$ cat src/shared/cph_pkg.sv
/*
  constants for the configuration pin handshake block.
  assumes a 100 MHz system clock and synchronous active-high reset.
*/
package cph_pkg;
  // ==========================================================
  // timing
  localparam int CLK_PERIOD_NS = 10;
  localparam int ERR_PULSE_MIN_US = 500;
  localparam int ERR_PULSE_MAX_US = 10000;
  localparam int ERR_PULSE_MIN_CYC = (ERR_PULSE_MIN_US * 1000 + CLK_PERIOD_NS - 1) / CLK_PERIOD_NS;
  localparam int ERR_PULSE_MAX_CYC = (ERR_PULSE_MAX_US * 1000) / CLK_PERIOD_NS;
  // ==========================================================
  // multi-purpose pins
  localparam int MP_PIN_COUNT = 17;
  localparam int MP_SEL_W = 5;
  localparam logic [MP_PIN_COUNT-1:0] MP_PULL_UP_RST = 17'h0fefe;
  localparam logic [MP_SEL_W-1:0] MP_SEL_NONE = 5'h1f;
  // ==========================================================
  // states
  typedef enum logic [2:0] {
    ST_POR, ST_CLEAR, ST_WAIT_RELEASE, ST_LOAD, ST_INIT, ST_USER, ST_ERROR, ST_HALT
  } cph_state_type;
endpackage : cph_pkg

$ cat src/verilog/cph_config_handshake.sv
/*
  pin handshake between a configuration host and the configuration manager.
  assumes host pins are synchronous to SYS_CLK; load progress comes from
  the configuration manager as plain level and pulse ports.
*/
// Summary of operation
// - rising edge of request line starts configuration or reconfiguration
// - acknowledge follows request level, except after an error
// - request low during a cycle abandons it; wait for new cycle
// - configuration error drives acknowledge low for 0.5 to 10 ms
// - no error pulse for partial reconfiguration or test-port failures
// - error pulse may be asynchronous to error detection
// - no automatic restart after error; host must toggle request
// - acknowledge is actively driven both levels, never open-drain
// - both done indications low before and during configuration
// - load complete flag asserts after all configuration data received
// - user mode indication asserts on entry to user mode
// - seventeen multi-purpose pins, functions set by bitstream settings
// - pins 0, 8, 16 weakly low at power-on, others weakly high
module cph_config_handshake
  import cph_pkg::*;
#(
  parameter int PIN_COUNT = MP_PIN_COUNT,
  parameter int ERR_CYC = ERR_PULSE_MIN_CYC
) (
  input wire logic SYS_CLK,
  input wire logic RST,
  input wire logic CONFIG_REQUEST_N,
  output logic CONFIG_ACK_ERROR_N,
  output logic CONFIG_ACK_ERROR_OE_N,
  input wire logic DATA_DONE,
  input wire logic DATA_ERROR,
  input wire logic ERROR_IS_PARTIAL,
  input wire logic ERROR_IS_TEST_PORT,
  input wire logic INIT_DONE_IN,
  input wire logic LOAD_BUSY_IN,
  input wire logic PIN_SETTINGS_VALID,
  input wire logic [MP_SEL_W-1:0] LOAD_FLAG_SEL,
  input wire logic [MP_SEL_W-1:0] USER_FLAG_SEL,
  output logic STREAM_ACCEPT_READY,
  output logic START_CLEAR,
  output logic START_LOAD,
  output logic LOAD_COMPLETE_FLAG,
  output logic USER_MODE_FLAG,
  output logic USER_RESET_RELEASE,
  output logic [PIN_COUNT-1:0] MP_PIN_OUT,
  output logic [PIN_COUNT-1:0] MP_PIN_OE_N,
  output logic [PIN_COUNT-1:0] MP_PULL_UP,
  output logic [PIN_COUNT-1:0] MP_PULL_DOWN,
  output logic [2:0] STATE_OUT
);
  // ==========================================================
  // checks
  initial begin
    if (PIN_COUNT != MP_PIN_COUNT) begin
      $error("pin count must match the pull map");
    end
  end

  // ==========================================================
  // request edges
  cph_state_type state_ff;
  cph_state_type nxt_state;
  logic req_ff;
  logic req_rise;
  logic req_fall;
  logic err_start;
  logic err_busy;
  logic ack_ff;
  logic load_flag_ff;
  logic user_flag_ff;
  logic assigned_ff;
  logic [MP_SEL_W-1:0] load_sel_ff;
  logic [MP_SEL_W-1:0] user_sel_ff;

  always_ff @(posedge SYS_CLK) begin
    if (RST) begin
      req_ff <= 1'b1;
    end else begin
      req_ff <= CONFIG_REQUEST_N;
    end
  end
  assign req_rise = CONFIG_REQUEST_N && !req_ff;
  assign req_fall = !CONFIG_REQUEST_N && req_ff;

  // ==========================================================
  // sequencer
  always_comb begin
    nxt_state = state_ff;
    unique case (state_ff)
      ST_POR: begin
        if (!CONFIG_REQUEST_N) begin
          nxt_state = ST_CLEAR;
        end
      end
      ST_CLEAR: begin
        nxt_state = ST_WAIT_RELEASE;
      end
      ST_WAIT_RELEASE: begin
        if (req_rise) begin
          nxt_state = ST_LOAD;
        end
      end
      ST_LOAD: begin
        if (req_fall) begin
          nxt_state = ST_CLEAR;
        end else if (err_start) begin
          nxt_state = ST_ERROR;
        end else if (DATA_DONE) begin
          nxt_state = ST_INIT;
        end
      end
      ST_INIT: begin
        if (req_fall) begin
          nxt_state = ST_CLEAR;
        end else if (INIT_DONE_IN) begin
          nxt_state = ST_USER;
        end
      end
      ST_USER: begin
        if (req_fall) begin
          nxt_state = ST_CLEAR;
        end
      end
      ST_ERROR: begin
        if (!err_busy) begin
          nxt_state = ST_HALT;
        end
      end
      ST_HALT: begin
        // stays until the host toggles the request line
        if (!CONFIG_REQUEST_N) begin
          nxt_state = ST_CLEAR;
        end
      end
    endcase
  end

  always_ff @(posedge SYS_CLK) begin
    if (RST) begin
      state_ff <= ST_POR;
    end else begin
      state_ff <= nxt_state;
    end
  end

  // ==========================================================
  // error pulse
  // partial or test-port failures never reach the status line
  assign err_start = (state_ff == ST_LOAD) && DATA_ERROR && !ERROR_IS_PARTIAL
                     && !ERROR_IS_TEST_PORT;

  cph_err_pulse #(
    .PULSE_CYC(ERR_CYC)
  ) u_err_pulse (
    .clk(SYS_CLK),
    .rst(RST),
    .start(err_start),
    .busy(err_busy)
  );

  // ==========================================================
  // acknowledge / status
  always_ff @(posedge SYS_CLK) begin
    if (RST) begin
      ack_ff <= 1'b1;
    end else if (state_ff == ST_ERROR || err_start) begin
      ack_ff <= 1'b0;
    end else if (state_ff == ST_HALT) begin
      ack_ff <= CONFIG_REQUEST_N;
    end else begin
      ack_ff <= CONFIG_REQUEST_N;
    end
  end
  assign CONFIG_ACK_ERROR_N = ack_ff;
  assign CONFIG_ACK_ERROR_OE_N = 1'b0;

  // ==========================================================
  // done indications
  always_ff @(posedge SYS_CLK) begin
    if (RST) begin
      load_flag_ff <= 1'b0;
      user_flag_ff <= 1'b0;
    end else begin
      load_flag_ff <= (state_ff == ST_INIT) || (state_ff == ST_USER);
      user_flag_ff <= (state_ff == ST_USER);
    end
  end
  assign LOAD_COMPLETE_FLAG = load_flag_ff;
  assign USER_MODE_FLAG = user_flag_ff;
  assign USER_RESET_RELEASE = user_flag_ff && !LOAD_BUSY_IN;

  // ==========================================================
  // control strobes to the configuration manager
  assign START_CLEAR = (state_ff == ST_CLEAR);
  assign START_LOAD = (state_ff == ST_WAIT_RELEASE) && req_rise;
  assign STREAM_ACCEPT_READY = (state_ff == ST_LOAD) && ack_ff && !LOAD_BUSY_IN;
  assign STATE_OUT = state_ff;

  // ==========================================================
  // multi-purpose pin settings
  always_ff @(posedge SYS_CLK) begin
    if (RST) begin
      assigned_ff <= 1'b0;
      load_sel_ff <= MP_SEL_NONE;
      user_sel_ff <= MP_SEL_NONE;
    end else if (PIN_SETTINGS_VALID) begin
      assigned_ff <= 1'b1;
      load_sel_ff <= LOAD_FLAG_SEL;
      user_sel_ff <= USER_FLAG_SEL;
    end
  end

  for (genvar i = 0; i < PIN_COUNT; i++) begin : g_pin
    cph_mp_pin #(
      .INDEX(i)
    ) u_pin (
      .clk(SYS_CLK),
      .rst(RST),
      .assigned(assigned_ff),
      .load_sel(load_sel_ff),
      .user_sel(user_sel_ff),
      .load_done(load_flag_ff),
      .user_done(user_flag_ff),
      .pin_out(MP_PIN_OUT[i]),
      .pin_oe_n(MP_PIN_OE_N[i]),
      .pull_up(MP_PULL_UP[i]),
      .pull_down(MP_PULL_DOWN[i])
    );
  end
endmodule : cph_config_handshake

$ cat src/verilog/cph_err_pulse.sv
/*
  error pulse timer: holds busy for a fixed number of cycles after start.
  assumes start is a one-cycle pulse on the system clock.
*/
module cph_err_pulse
  import cph_pkg::*;
#(
  parameter int PULSE_CYC = ERR_PULSE_MIN_CYC
) (
  input wire logic clk,
  input wire logic rst,
  input wire logic start,
  output logic busy
);
  // ==========================================================
  // checks
  initial begin
    if (PULSE_CYC < 1 || PULSE_CYC > ERR_PULSE_MAX_CYC) begin
      $error("pulse length out of range");
    end
  end
  logic [19:0] cnt_ff;
  always_ff @(posedge clk) begin
    if (rst) begin
      cnt_ff <= 20'h00000;
    end else if (start) begin
      cnt_ff <= 20'(PULSE_CYC);
    end else if (cnt_ff != 20'h00000) begin
      cnt_ff <= cnt_ff - 20'h00001;
    end
  end
  assign busy = (cnt_ff != 20'h00000);
endmodule : cph_err_pulse

$ cat src/verilog/cph_mp_pin.sv
/*
  one multi-purpose pin: weak power-on pull, or a driven done indication.
  assumes sel is stable after the pin settings are loaded.
*/
module cph_mp_pin
  import cph_pkg::*;
#(
  parameter int INDEX = 0
) (
  input wire logic clk,
  input wire logic rst,
  input wire logic assigned,
  input wire logic [MP_SEL_W-1:0] load_sel,
  input wire logic [MP_SEL_W-1:0] user_sel,
  input wire logic load_done,
  input wire logic user_done,
  output logic pin_out,
  output logic pin_oe_n,
  output logic pull_up,
  output logic pull_down
);
  logic out_ff;
  logic oe_n_ff;
  logic is_load;
  logic is_user;
  assign is_load = assigned && (load_sel == MP_SEL_W'(INDEX));
  assign is_user = assigned && (user_sel == MP_SEL_W'(INDEX));
  always_ff @(posedge clk) begin
    if (rst) begin
      out_ff <= 1'b0;
      oe_n_ff <= 1'b1;
    end else begin
      out_ff <= (is_load && load_done) || (is_user && user_done);
      oe_n_ff <= !(is_load || is_user);
    end
  end
  assign pin_out = out_ff;
  assign pin_oe_n = oe_n_ff;
  // weak pulls until the pin settings are loaded
  assign pull_up = !assigned && MP_PULL_UP_RST[INDEX];
  assign pull_down = !assigned && !MP_PULL_UP_RST[INDEX];
endmodule : cph_mp_pin

$ cat config.mk
export PLATFORM = sky130hd
export DESIGN_NAME = cph_config_handshake
export DESIGN_NICKNAME = d
export VERILOG_FILES = /design/src/shared/cph_pkg.sv /design/src/verilog/cph_config_handshake.sv /design/src/verilog/cph_err_pulse.sv /design/src/verilog/cph_mp_pin.sv
export SDC_FILE = /design/constraint.sdc
export NUM_CORES = 1
export LEC_CHECK = 0
export BUFFER_PORTS_ARGS = -buffer_cell sky130_fd_sc_hd__buf_4
export CAP_MARGIN = 10
export CORE_MARGIN = 2
export CORE_UTILIZATION = 40
export DETAILED_ROUTE_END_ITERATION = 7
export PLACE_DENSITY = 0.67
export SETUP_SLACK_MARGIN = 0.05
export SYNTH_ARGS = -nofsm -noshare
export SYNTH_HDL_FRONTEND = slang
export SYNTH_HIERARCHICAL = 1
export SYNTH_SLANG_ARGS = --single-unit
$ cat constraint.sdc
create_clock -name SYS_CLK -period 3 [get_ports SYS_CLK]
set_input_delay 0.45 -clock SYS_CLK [delete_from_list [all_inputs] [get_ports SYS_CLK]]
set_output_delay 0.45 -clock SYS_CLK [all_outputs]
set_load 0.02 [all_outputs]
==> results of run 1 <==
where the power goes:
group / internal, W / switching (W) / total, W / leakage, nW
clock: 0.000376 / 0.000369 / 0.000745 / 0.0985
combinational: 0.000583 / 0.000819 / 0.00140 / 1.34
sequential: 0.00111 / 0.000299 / 0.00141 / 0.588
state kept, by name (all words and copies together) (netlist names):
signal and count:
USER_MODE_FLAG 1, g_pin.u_pin/pin_oe_n 17, STATE_OUT 3, load_sel_ff 5
req_ff 1, assigned_ff 1, u_err_pulse/cnt_ff 20, user_sel_ff 5
CONFIG_ACK_ERROR_N 1, g_pin.u_pin/pin_out 17, LOAD_COMPLETE_FLAG 1
per-stage QoR:
stage	instances	hold slack, ns	instance area, um2	util (%)
final	660	0.318	4910	48.5
after detailed placement	644	0.493	4730	46.6
after floorplan	455	0.459	4120	-
after global placement	644	0.479	4730	46.6
after CTS	660	0.307	4910	48.5
after global routing	660	0.308	4910	48.5
layer usage:
layer / wire (um) / vias up / GRT usage [%]
met5: 0 / - / 0
met4: 166 / 0 / 7.89
met3: 475 / 17 / 2.97
met2: 4710 / 120 / 28.8
met1: 4500 / 1679 / 23.8
li1: - / 1755 / -
synthesized netlist by cell type (11+ instances only):
library cell  instances
nand3_1              21
nand4_1              13
a21oi_1              21
nor2_1               25
inv_1                35
mux2i_1              16
buf_4                19
or2_1                11
dfxtp_1              72
nand2_1              24
conb_1               18
nand3b_1             11
kinds of logic (layout without fill, tap and decap cells):
group           after synthesis  in the layout  synth area share, %
compound gates               78             78                 14.5
mux                          16             16                 3.89
flops                        72             72                 35.0
simple gates                202            202                 36.4
other cells                  18             18                 1.64
xor+xnor                      1              1                0.213
fa+ha+maj                     2              2                0.607
buf+inv                      66            135                 7.83
worst paths after layout:
path,start,end,slack (ns),cells past startpoint
setup / recovery,assigned_ff,MP_PULL_UP[9],0.67,3
hold / removal,LOAD_FLAG_SEL[2],load_sel_ff[2],0.32,3
setup reg to reg,STATE_OUT[1],u_err_pulse/cnt_ff[12],1.00,6
hold reg to reg,u_err_pulse/cnt_ff[18],u_err_pulse/cnt_ff[18],0.50,2
cell type report:
class	count	area share [%]
well taps	136	3.46
inverters	36	2.75
flip-flops and latches	72	29.3
clock inverters	7	1.27
multi-input cells	317	48.0
repair buffers	83	12.7
clock buffers	9	2.52
tightest hold or removal path, stage by stage:
cell,delay [ns]
buf_4,0.07
mux2i_1,0.06
nand2_1,0.06
==> metrics.md, run 1 <==
| Metric | Value |
|---|---|
| Outcome | finished clean |
| # rows | 37 |
| Syn_area_per_cell | 9.06 um2 |
| IO Pins | 99 |
| DRT Pass-1 Iters | 4 |
| Highest-count cells in the layout ignoring fill and taps | 83 x buf_4, 72 x dfxtp_1, 35 x inv_1 |
| DIE AREA | 0.0111 mm2 |
| Post-Syn Area | 0.00412 mm2 |
| DR WL/cell | 14.9 um |
| Register area share after synthesis | 35.0% |
| EDFF count, synth | 0 |
| Pre-CTS setup slack | 0.810 ns |
| Post-CTS Hold Buffers | 0 |
| Synth top area cells | dfxtp_1 35%, nor4b_4 4.6%, mux2i_1 3.9% |
| Initial Utilization | 40.6% |
| CP cell instances | buf_4 > inv_1 > buf_4 |
| Clk Latency, worst-skew pair | 0.35 ns |
| Total GRT Usage | 18.0% |
| Setup TNS Final | 0 ns |
| Slew margin rel. | 33.2% |
| DIE HEIGHT | 105 um |
| Buf+Inv Stages, Crit Path | 3 |
| Mapped Nets | 477 |
| Area Overhead vs Synth | 19.2% |
| Peak Freq | 0.430 GHz |
| ANT nets after route | 0 |
| Post-synth top area cell | dfxtp_1 |
| H-tree depth | 3 |
| Synth top area share | 35.0% |
| Most common cell after layout, fill and taps aside | buf_4 |
| Setup violators final | 0 |
| Ys async rst share | 0% |
| # nets final | 541 |
| Worst path max stage delay | 0.96 ns |
| Areal power density over the cells | 724 mW/mm2 |
| FF+latch area | 0.00144 mm2 |
| Final Hold Fails | 0 |
| Postcts setup bufs | 0 |
| Gr ovfl total | 0 |
| Clk sinks | 72 |
| Slew Limit Fails | 0 |
| N_diodes | 0 |
| Yosys warnings | 6 |
| 1st-iter DRT viols | 245 |
| Clk buf depth | 2 |
| Worst-path clk slew | 0.08 ns |
| Clock root cell | clkbuf_8 |
| Dpl hpwl | 6.55 mm |
| Arrival @ worst endpoint | 1.88 ns |
| Worst Path Max Fanout | 35 |
| Inserted Clock Buffers | 9 |
| Vias in the first global route | 3,301 |
| Top_reg_cell synth | dfxtp_1 |
| CP dominant cell by count | buf_4 |
| Total power | 0.00355 W |
| Layout cells sized above 1 | 27.3% |
| Total Routed Length | 9.85 mm |
| Netlist cell types | 66 |
| Initial antenna violation count | 0 |
| Final min period | 2.33 ns |
| Worst Clk Skew | 0.00893 ns |
| GP Congestion | 0.879 |
| RSZ-0062 raised after global routing | no |
| Delay-heaviest family, CP | flip-flops |
| Critical Path End Type | output pin |
| Hold Crit Class | in -> reg |
| Pin count of the biggest net entering global routing | 63 |
| Slew @ Worst Pin | 1.00 ns |
| Routed via count | 3,571 |
| PortBufs | 80 |
| Area of the multi-input gates | 0.00236 mm2 |
| Core footprint | 0.0101 mm2 |
| # fillers | 969 |
| Remaining DRCs | 0 |
| Fin crit share | 77.5% |
| CTS tree | built |
| Global-route wire length before repair | 16.3 mm |
| Critical Path RT | 2.55 ns |
| WS Path Type | reg -> out |
| Max-Cap Viols | 0 |
| Die width | 105 um |
| CP startpoint kind | register |
| #FFs+latches synth | 72 |
| Leak | 2.02 nW |
| Mapped Cells | 455 |
| Worst path slowest cell | dfxtp_1 |
| VDD IR max | 0.000392 V |
| PnR worst setup slack | 0.674 ns |
| CTS resizes | 0 |
| Mean number of vias per cell | 5.41 |
Power figures use the tool's default switching activity.
==> run 2: changes to the inputs <==
==> constraint.sdc (replaced) <==
create_clock -name SYS_CLK -period 2.4 [get_ports SYS_CLK]
set_input_delay 0.36 -clock SYS_CLK [delete_from_list [all_inputs] [get_ports SYS_CLK]]
set_output_delay 0.36 -clock SYS_CLK [all_outputs]
set_load 0.02 [all_outputs]
==> metrics.md, run 2 (synthesized netlist as in run 1, its figures left out) <==
| Metric | Value |
|---|---|
| Max reg flops | 20 |
| Vias in the first global route | 3,320 |
| Gr ovfl total | 0 |
| Slew @ Worst Pin | 0.976 ns |
| Worst Path Max Fanout | 9 |
| CP dominant cell by count | nor2_1 |
| Post-CTS Hold Buffers | 0 |
| Mean number of vias per cell | 5.37 |
| IO Pins | 99 |
| CP startpoint kind | register |
| Worst-path clk slew | 0.08 ns |
| Remaining DRCs | 0 |
| Clk buf depth | 2 |
| Die width | 105 um |
| Area Overhead vs Synth | 20.8% |
| DIE HEIGHT | 105 um |
| Areal power density over the cells | 906 mW/mm2 |
| Total GRT Usage | 17.8% |
| Max-Cap Viols | 0 |
| Final Hold Fails | 0 |
| Hold Crit Class | in -> reg |
| Dpl hpwl | 6.67 mm |
| Fin crit share | 80.3% |
| Slew margin rel. | 34.9% |
| RSZ-0062 raised after global routing | no |
| Pin count of the biggest net entering global routing | 36 |
| DRT Pass-1 Iters | 5 |
| Slew Limit Fails | 0 |
| Critical Path RT | 2.68 ns |
| PortBufs | 80 |
| Outcome | finished clean |
| DR WL/cell | 14.8 um |
| Postcts setup bufs | 0 |
| Clk sinks | 72 |
| Core footprint | 0.0101 mm2 |
| Routed via count | 3,583 |
| Buf+Inv Stages, Crit Path | 0 |
| ANT nets after route | 0 |
| Delay-heaviest family, CP | simple AND/OR/NAND/NOR gates |
| Clock root cell | clkbuf_8 |
| Total Routed Length | 9.89 mm |
| Core Util, Final | 49.1% |
| DIE AREA | 0.0111 mm2 |
| CTS tree | built |
| Setup violators final | 0 |
| Inserted Clock Buffers | 9 |
| Clk Latency, worst-skew pair | 0.35 ns |
| CTS resizes | 0 |
| # rows | 37 |
| Most common cell after layout, fill and taps aside | buf_4 |
| N_diodes | 0 |
| GP Congestion | 0.862 |
| VDD IR max | 0.000464 V |
| Worst Clk Skew | 0.00897 ns |
| Top reg by flops | u_err_pulse/cnt_ff |
| Global-route wire length before repair | 16.2 mm |
| CP cell instances | nand3b_4 > nor2_1 > nor2_1 > o21ai_0 > a21oi_1 |
| Leak | 2.06 nW |
| Initial Utilization | 40.6% |
| Worst path slowest cell | nor2_1 |
| Arrival @ worst endpoint | 2.20 ns |
| WS Path Type | reg -> reg |
| Final min period | 1.93 ns |
| 1st-iter DRT viols | 166 |
| Highest-count cells in the layout ignoring fill and taps | 90 x buf_4, 72 x dfxtp_1, 35 x inv_1 |
| Peak Freq | 0.519 GHz |
| Initial antenna violation count | 0 |
| Worst path max stage delay | 0.54 ns |
| Layout cells sized above 1 | 27.9% |
| # nets final | 548 |
| Critical Path End Type | register |
| H-tree depth | 3 |
| Setup TNS Final | 0 ns |
run 2: cell count changes in the layout (fill, tap and decap cells not counted), sizes merged:
| cell | before | now |
|---|---|---|
| buf | 83 | 90 |
| clkbuf | 9 | 13 |
| clkinv | 5 | 2 |
| clkinvlp | 1 | 0 |
run 2: final timing paths:
path                                             start                endpoint  slack [ns]  depth (start not counted)
worst max-delay path                      STATE_OUT[2]  u_err_pulse/cnt_ff[18]        0.47                          5
worst max register to register            STATE_OUT[2]  u_err_pulse/cnt_ff[18]        0.47                          5
worst min register to register  u_err_pulse/cnt_ff[18]  u_err_pulse/cnt_ff[18]        0.50                          2
worst min-delay path                  LOAD_FLAG_SEL[3]          load_sel_ff[3]        0.22                          3
run 2: final cells by class:
cell class	count	area [um2]
clock buffer	13	159
clock inverter	3	40.0
fill	953	5160
inverter	36	135
multi-input combinational	317	2360
sequential	72	1440
tap	136	170
timing repair buffer	90	676
run 2: worst reg2reg max path: cells and delay by family (launching register included):
kind               cells  cell delay, ns
and+or+nand+nor        3            0.85
DFF                    1            0.51
AOI/OAI and AO/OA      2            0.50
run 2: through the flow:
stage | hold WS, ns | area, um2 | power, W | std cells | setup slack [ns]
final | 0.225 | 4980 | 0.00451 | 667 | 0.474
after global routing | 0.222 | 4980 | 0.00481 | 667 | 0.306
after CTS | 0.214 | 4980 | 0.00452 | 667 | 0.447
after detailed placement | 0.487 | 4780 | 0.00354 | 651 | 0.451
after global placement | 0.488 | 4780 | 0.00350 | 651 | 0.523
after floorplan | 0.429 | 4120 | 0.00310 | 455 | 0.565
run 2: routing by layer:
layer	up-vias	wire, um	track usage [%]
met2	126	4720	28.5
met5	-	0	0
li1	1765	-	-
met4	0	189	7.42
met1	1679	4460	23.9
met3	13	521	2.72
run 2: power by group:
group          total [W]  leakage (nW)  internal [W]  switching (W)
registers        0.00173         0.588       0.00139       0.000338
logic            0.00181          1.37      0.000756        0.00106
clock network   0.000971         0.103      0.000535       0.000436
total            0.00451          2.06       0.00268        0.00183
==> run 3: changes to the inputs <==
--- a/config.mk
+++ b/config.mk
@@ -5,12 +5,13 @@
 export SDC_FILE = /design/constraint.sdc
 export NUM_CORES = 1
 export LEC_CHECK = 0
+export ABC_AREA = 1
 export BUFFER_PORTS_ARGS = -buffer_cell sky130_fd_sc_hd__buf_4
 export CAP_MARGIN = 10
 export CORE_MARGIN = 2
 export CORE_UTILIZATION = 40
 export DETAILED_ROUTE_END_ITERATION = 7
-export PLACE_DENSITY = 0.67
+export PLACE_DENSITY = 0.69
 export SETUP_SLACK_MARGIN = 0.05
 export SYNTH_ARGS = -nofsm -noshare
 export SYNTH_HDL_FRONTEND = slang
==> constraint.sdc (replaced) <==
create_clock -name SYS_CLK -period 1.6 [get_ports SYS_CLK]
set_input_delay 0.24 -clock SYS_CLK [delete_from_list [all_inputs] [get_ports SYS_CLK]]
set_output_delay 0.24 -clock SYS_CLK [all_outputs]
set_load 0.02 [all_outputs]
==> metrics.md, run 3 <==
| Metric | Value |
|---|---|
| N_diodes | 0 |
| Mapped Cells | 648 |
| Top_reg_cell synth | dfxtp_1 |
| Areal power density over the cells | 1490 mW/mm2 |
| Clock root cell | clkbuf_8 |
| Mean number of vias per cell | 4.85 |
| # fillers | 1,007 |
| Synth top area cells | dfxtp_1 34%, nand2_1 13%, nor2_2 7.6% |
| Post-Syn Area | 0.00430 mm2 |
| # rows | 37 |
| Placed cell count | 864 |
| Hold WS | 0.0951 ns |
| WS Path Type | reg -> reg |
| DIE HEIGHT | 108 um |
| Ys async rst share | 0% |
| ANT nets after route | 0 |
| Final Hold Fails | 0 |
| Setup violators final | 0 |
| CP cell instances | inv_2 > ha_4 > nand2_1 > nor2_1 > nand4_1 > nand4_1 > nand2_2 > nor2_4 > nand3_2 > nand2_1 > nor2_1 |
| Register area share after synthesis | 33.5% |
| Clk Latency, worst-skew pair | 0.35 ns |
| Fin crit share | 99.7% |
| RSZ-0062 raised after global routing | yes |
| IO Pins | 99 |
| DR WL/cell | 12.8 um |
| Remaining DRCs | 0 |
| Pin count of the biggest net entering global routing | 41 |
| Most common cell after layout, fill and taps aside | nand2_1 |
| Total Routed Length | 11.3 mm |
| Worst Path Max Fanout | 6 |
| CTS tree | built |
| Initial Utilization | 41.5% |
| Vias in the first global route | 4,225 |
| Critical Path RT | 1.84 ns |
| # nets final | 764 |
| Syn_area_per_cell | 6.63 um2 |
| GP Congestion | 0.870 |
| Delay-heaviest family, CP | simple AND/OR/NAND/NOR gates |
| Highest-count cells in the layout ignoring fill and taps | 149 x nand2_1, 103 x buf_4, 80 x nor2_1 |
| Global-route wire length before repair | 18.9 mm |
| FF-to-FF setup slack | 0.005 ns |
| Post-CTS Hold Buffers | 0 |
| Post-synth top area cell | dfxtp_1 |
| Final Non-Filler Cells | 883 |
| Max-Cap Viols | 0 |
| 1st-iter DRT viols | 240 |
| Dpl hpwl | 8.05 mm |
| Worst path slowest cell | dfxtp_2 |
| Worst path max stage delay | 0.34 ns |
| H-tree depth | 3 |
| Slew @ Worst Pin | 0.513 ns |
| Worst Clk Skew | 0.00707 ns |
| Core footprint | 0.0104 mm2 |
| Layout cells sized above 1 | 32.8% |
| Area of the multi-input gates | 0.00246 mm2 |
| Netlist cell types | 33 |
| EDFF count, synth | 0 |
| Clk sinks | 72 |
| Hold Crit Class | in -> reg |
| Total GRT Usage | 20.2% |
| Inserted Clock Buffers | 9 |
| Mapped Nets | 670 |
| Critical Path End Type | register |
| Outcome | finished clean |
| VDD IR max | 0.000681 V |
| Slew margin rel. | 65.7% |
| #FFs+latches synth | 72 |
| Initial antenna violation count | 0 |
| Total power | 0.00806 W |
| CP startpoint kind | register |
| Synth top area share | 33.5% |
| Leak | 2.59 nW |
| Top reg by flops | u_err_pulse/cnt_ff |
| Worst-path clk slew | 0.08 ns |
| Max reg flops | 20 |
| FF+latch area | 0.00146 mm2 |
| Routed via count | 4,286 |
| Arrival @ worst endpoint | 1.84 ns |
| Slew Limit Fails | 0 |
| Most numerous cell in the Yosys netlist | nand2_1 |
| Yosys warnings | 6 |
| DRT Pass-1 Iters | 5 |
| Buf+Inv Stages, Crit Path | 1 |
| Gr ovfl total | 0 |
| Peak Freq | 0.627 GHz |
| Clk buf depth | 2 |
| Most instantiated cells after synthesis | 151 x nand2_1, 81 x nor2_1, 72 x dfxtp_1 |
| DIE AREA | 0.0116 mm2 |
| PortBufs | 80 |
| Final min period | 1.60 ns |
| Area Overhead vs Synth | 26.3% |
| Die width | 108 um |
-- run 3: changes by cell type after synthesis, sizes merged, moves of 10 or more --
cell	before	now
nor2	25	139
nand2	24	161
nand3	22	64
nor4b	11	0
inv	36	80
or2	14	3
mux2i	16	0
and4bb	16	0
a21o	7	17
nand3b	12	0
-- run 3: cell families after synthesis --
family / count (synthesis) / share of synthesized area (%)
and+or+nand+nor: 392 / 44.0
buffers and inverters: 105 / 11.0
DFF: 72 / 33.5
AOI/OAI and AO/OA: 51 / 7.68
other: 18 / 1.57
xor gates and xnor gates: 8 / 1.63
adders and majority gates: 2 / 0.582
-- run 3: per-layer routing --
metal | global-route usage [%] | routed length, um
met4 | 9.71 | 289
met2 | 36.0 | 5790
met1 | 23.7 | 4720
met3 | 2.97 | 551
met5 | 0 | 0
-- run 3: timing repair --
item | CTS | global route
endpoints found under the setup margin | 5 | 13
buffers inserted | 2 | 1
resized for setup | 7 | 28
pin swaps | 7 | 8
-- run 3: area by class of cell --
type	count	share of cell area, %
Clock buffer	12	2.67
Clock inverter	4	1.41
Inverter	83	5.74
Multi-Input combinational cell	471	45.3
Sequential cell	72	26.9
Tap cell	136	3.14
Timing Repair Buffer	105	14.8
-- run 3: worst min-delay path, stage by stage --
cell     delay, ns
buf_4         0.10
inv_2         0.03
nand2_1       0.04
-- run 3: per-stage QoR --
step           util (%)  area, um2  setup WS, ns  setup TNS (ns)
2_1_floorplan         -       4300         0.130               0
3_3_place_gp       49.1       5090        0.0569               0
3_5_place_dp       49.1       5090       -0.0195         -0.0503
4_1_cts            51.5       5340        0.0569               0
5_1_grt            52.3       5430       -0.0951          -0.226
6_report           52.3       5430       0.00464               0
-- run 3: final timing paths --
kind	startpoint	to	depth (start not counted)
max	u_err_pulse/cnt_ff[0]	STATE_OUT[2]	11
min reg2reg	load_sel_ff[2]	load_sel_ff[2]	2
max reg2reg	u_err_pulse/cnt_ff[0]	STATE_OUT[2]	11
min	CONFIG_REQUEST_N	req_ff	3
-- run 3: power by group --
part	switching [W]	total [W]	internal [W]	leakage, nW
sequential	0.000366	0.00247	0.00211	0.593
combinational	0.00244	0.00397	0.00153	1.89
clock	0.000691	0.00162	0.000928	0.107
total	0.00350	0.00806	0.00456	2.59
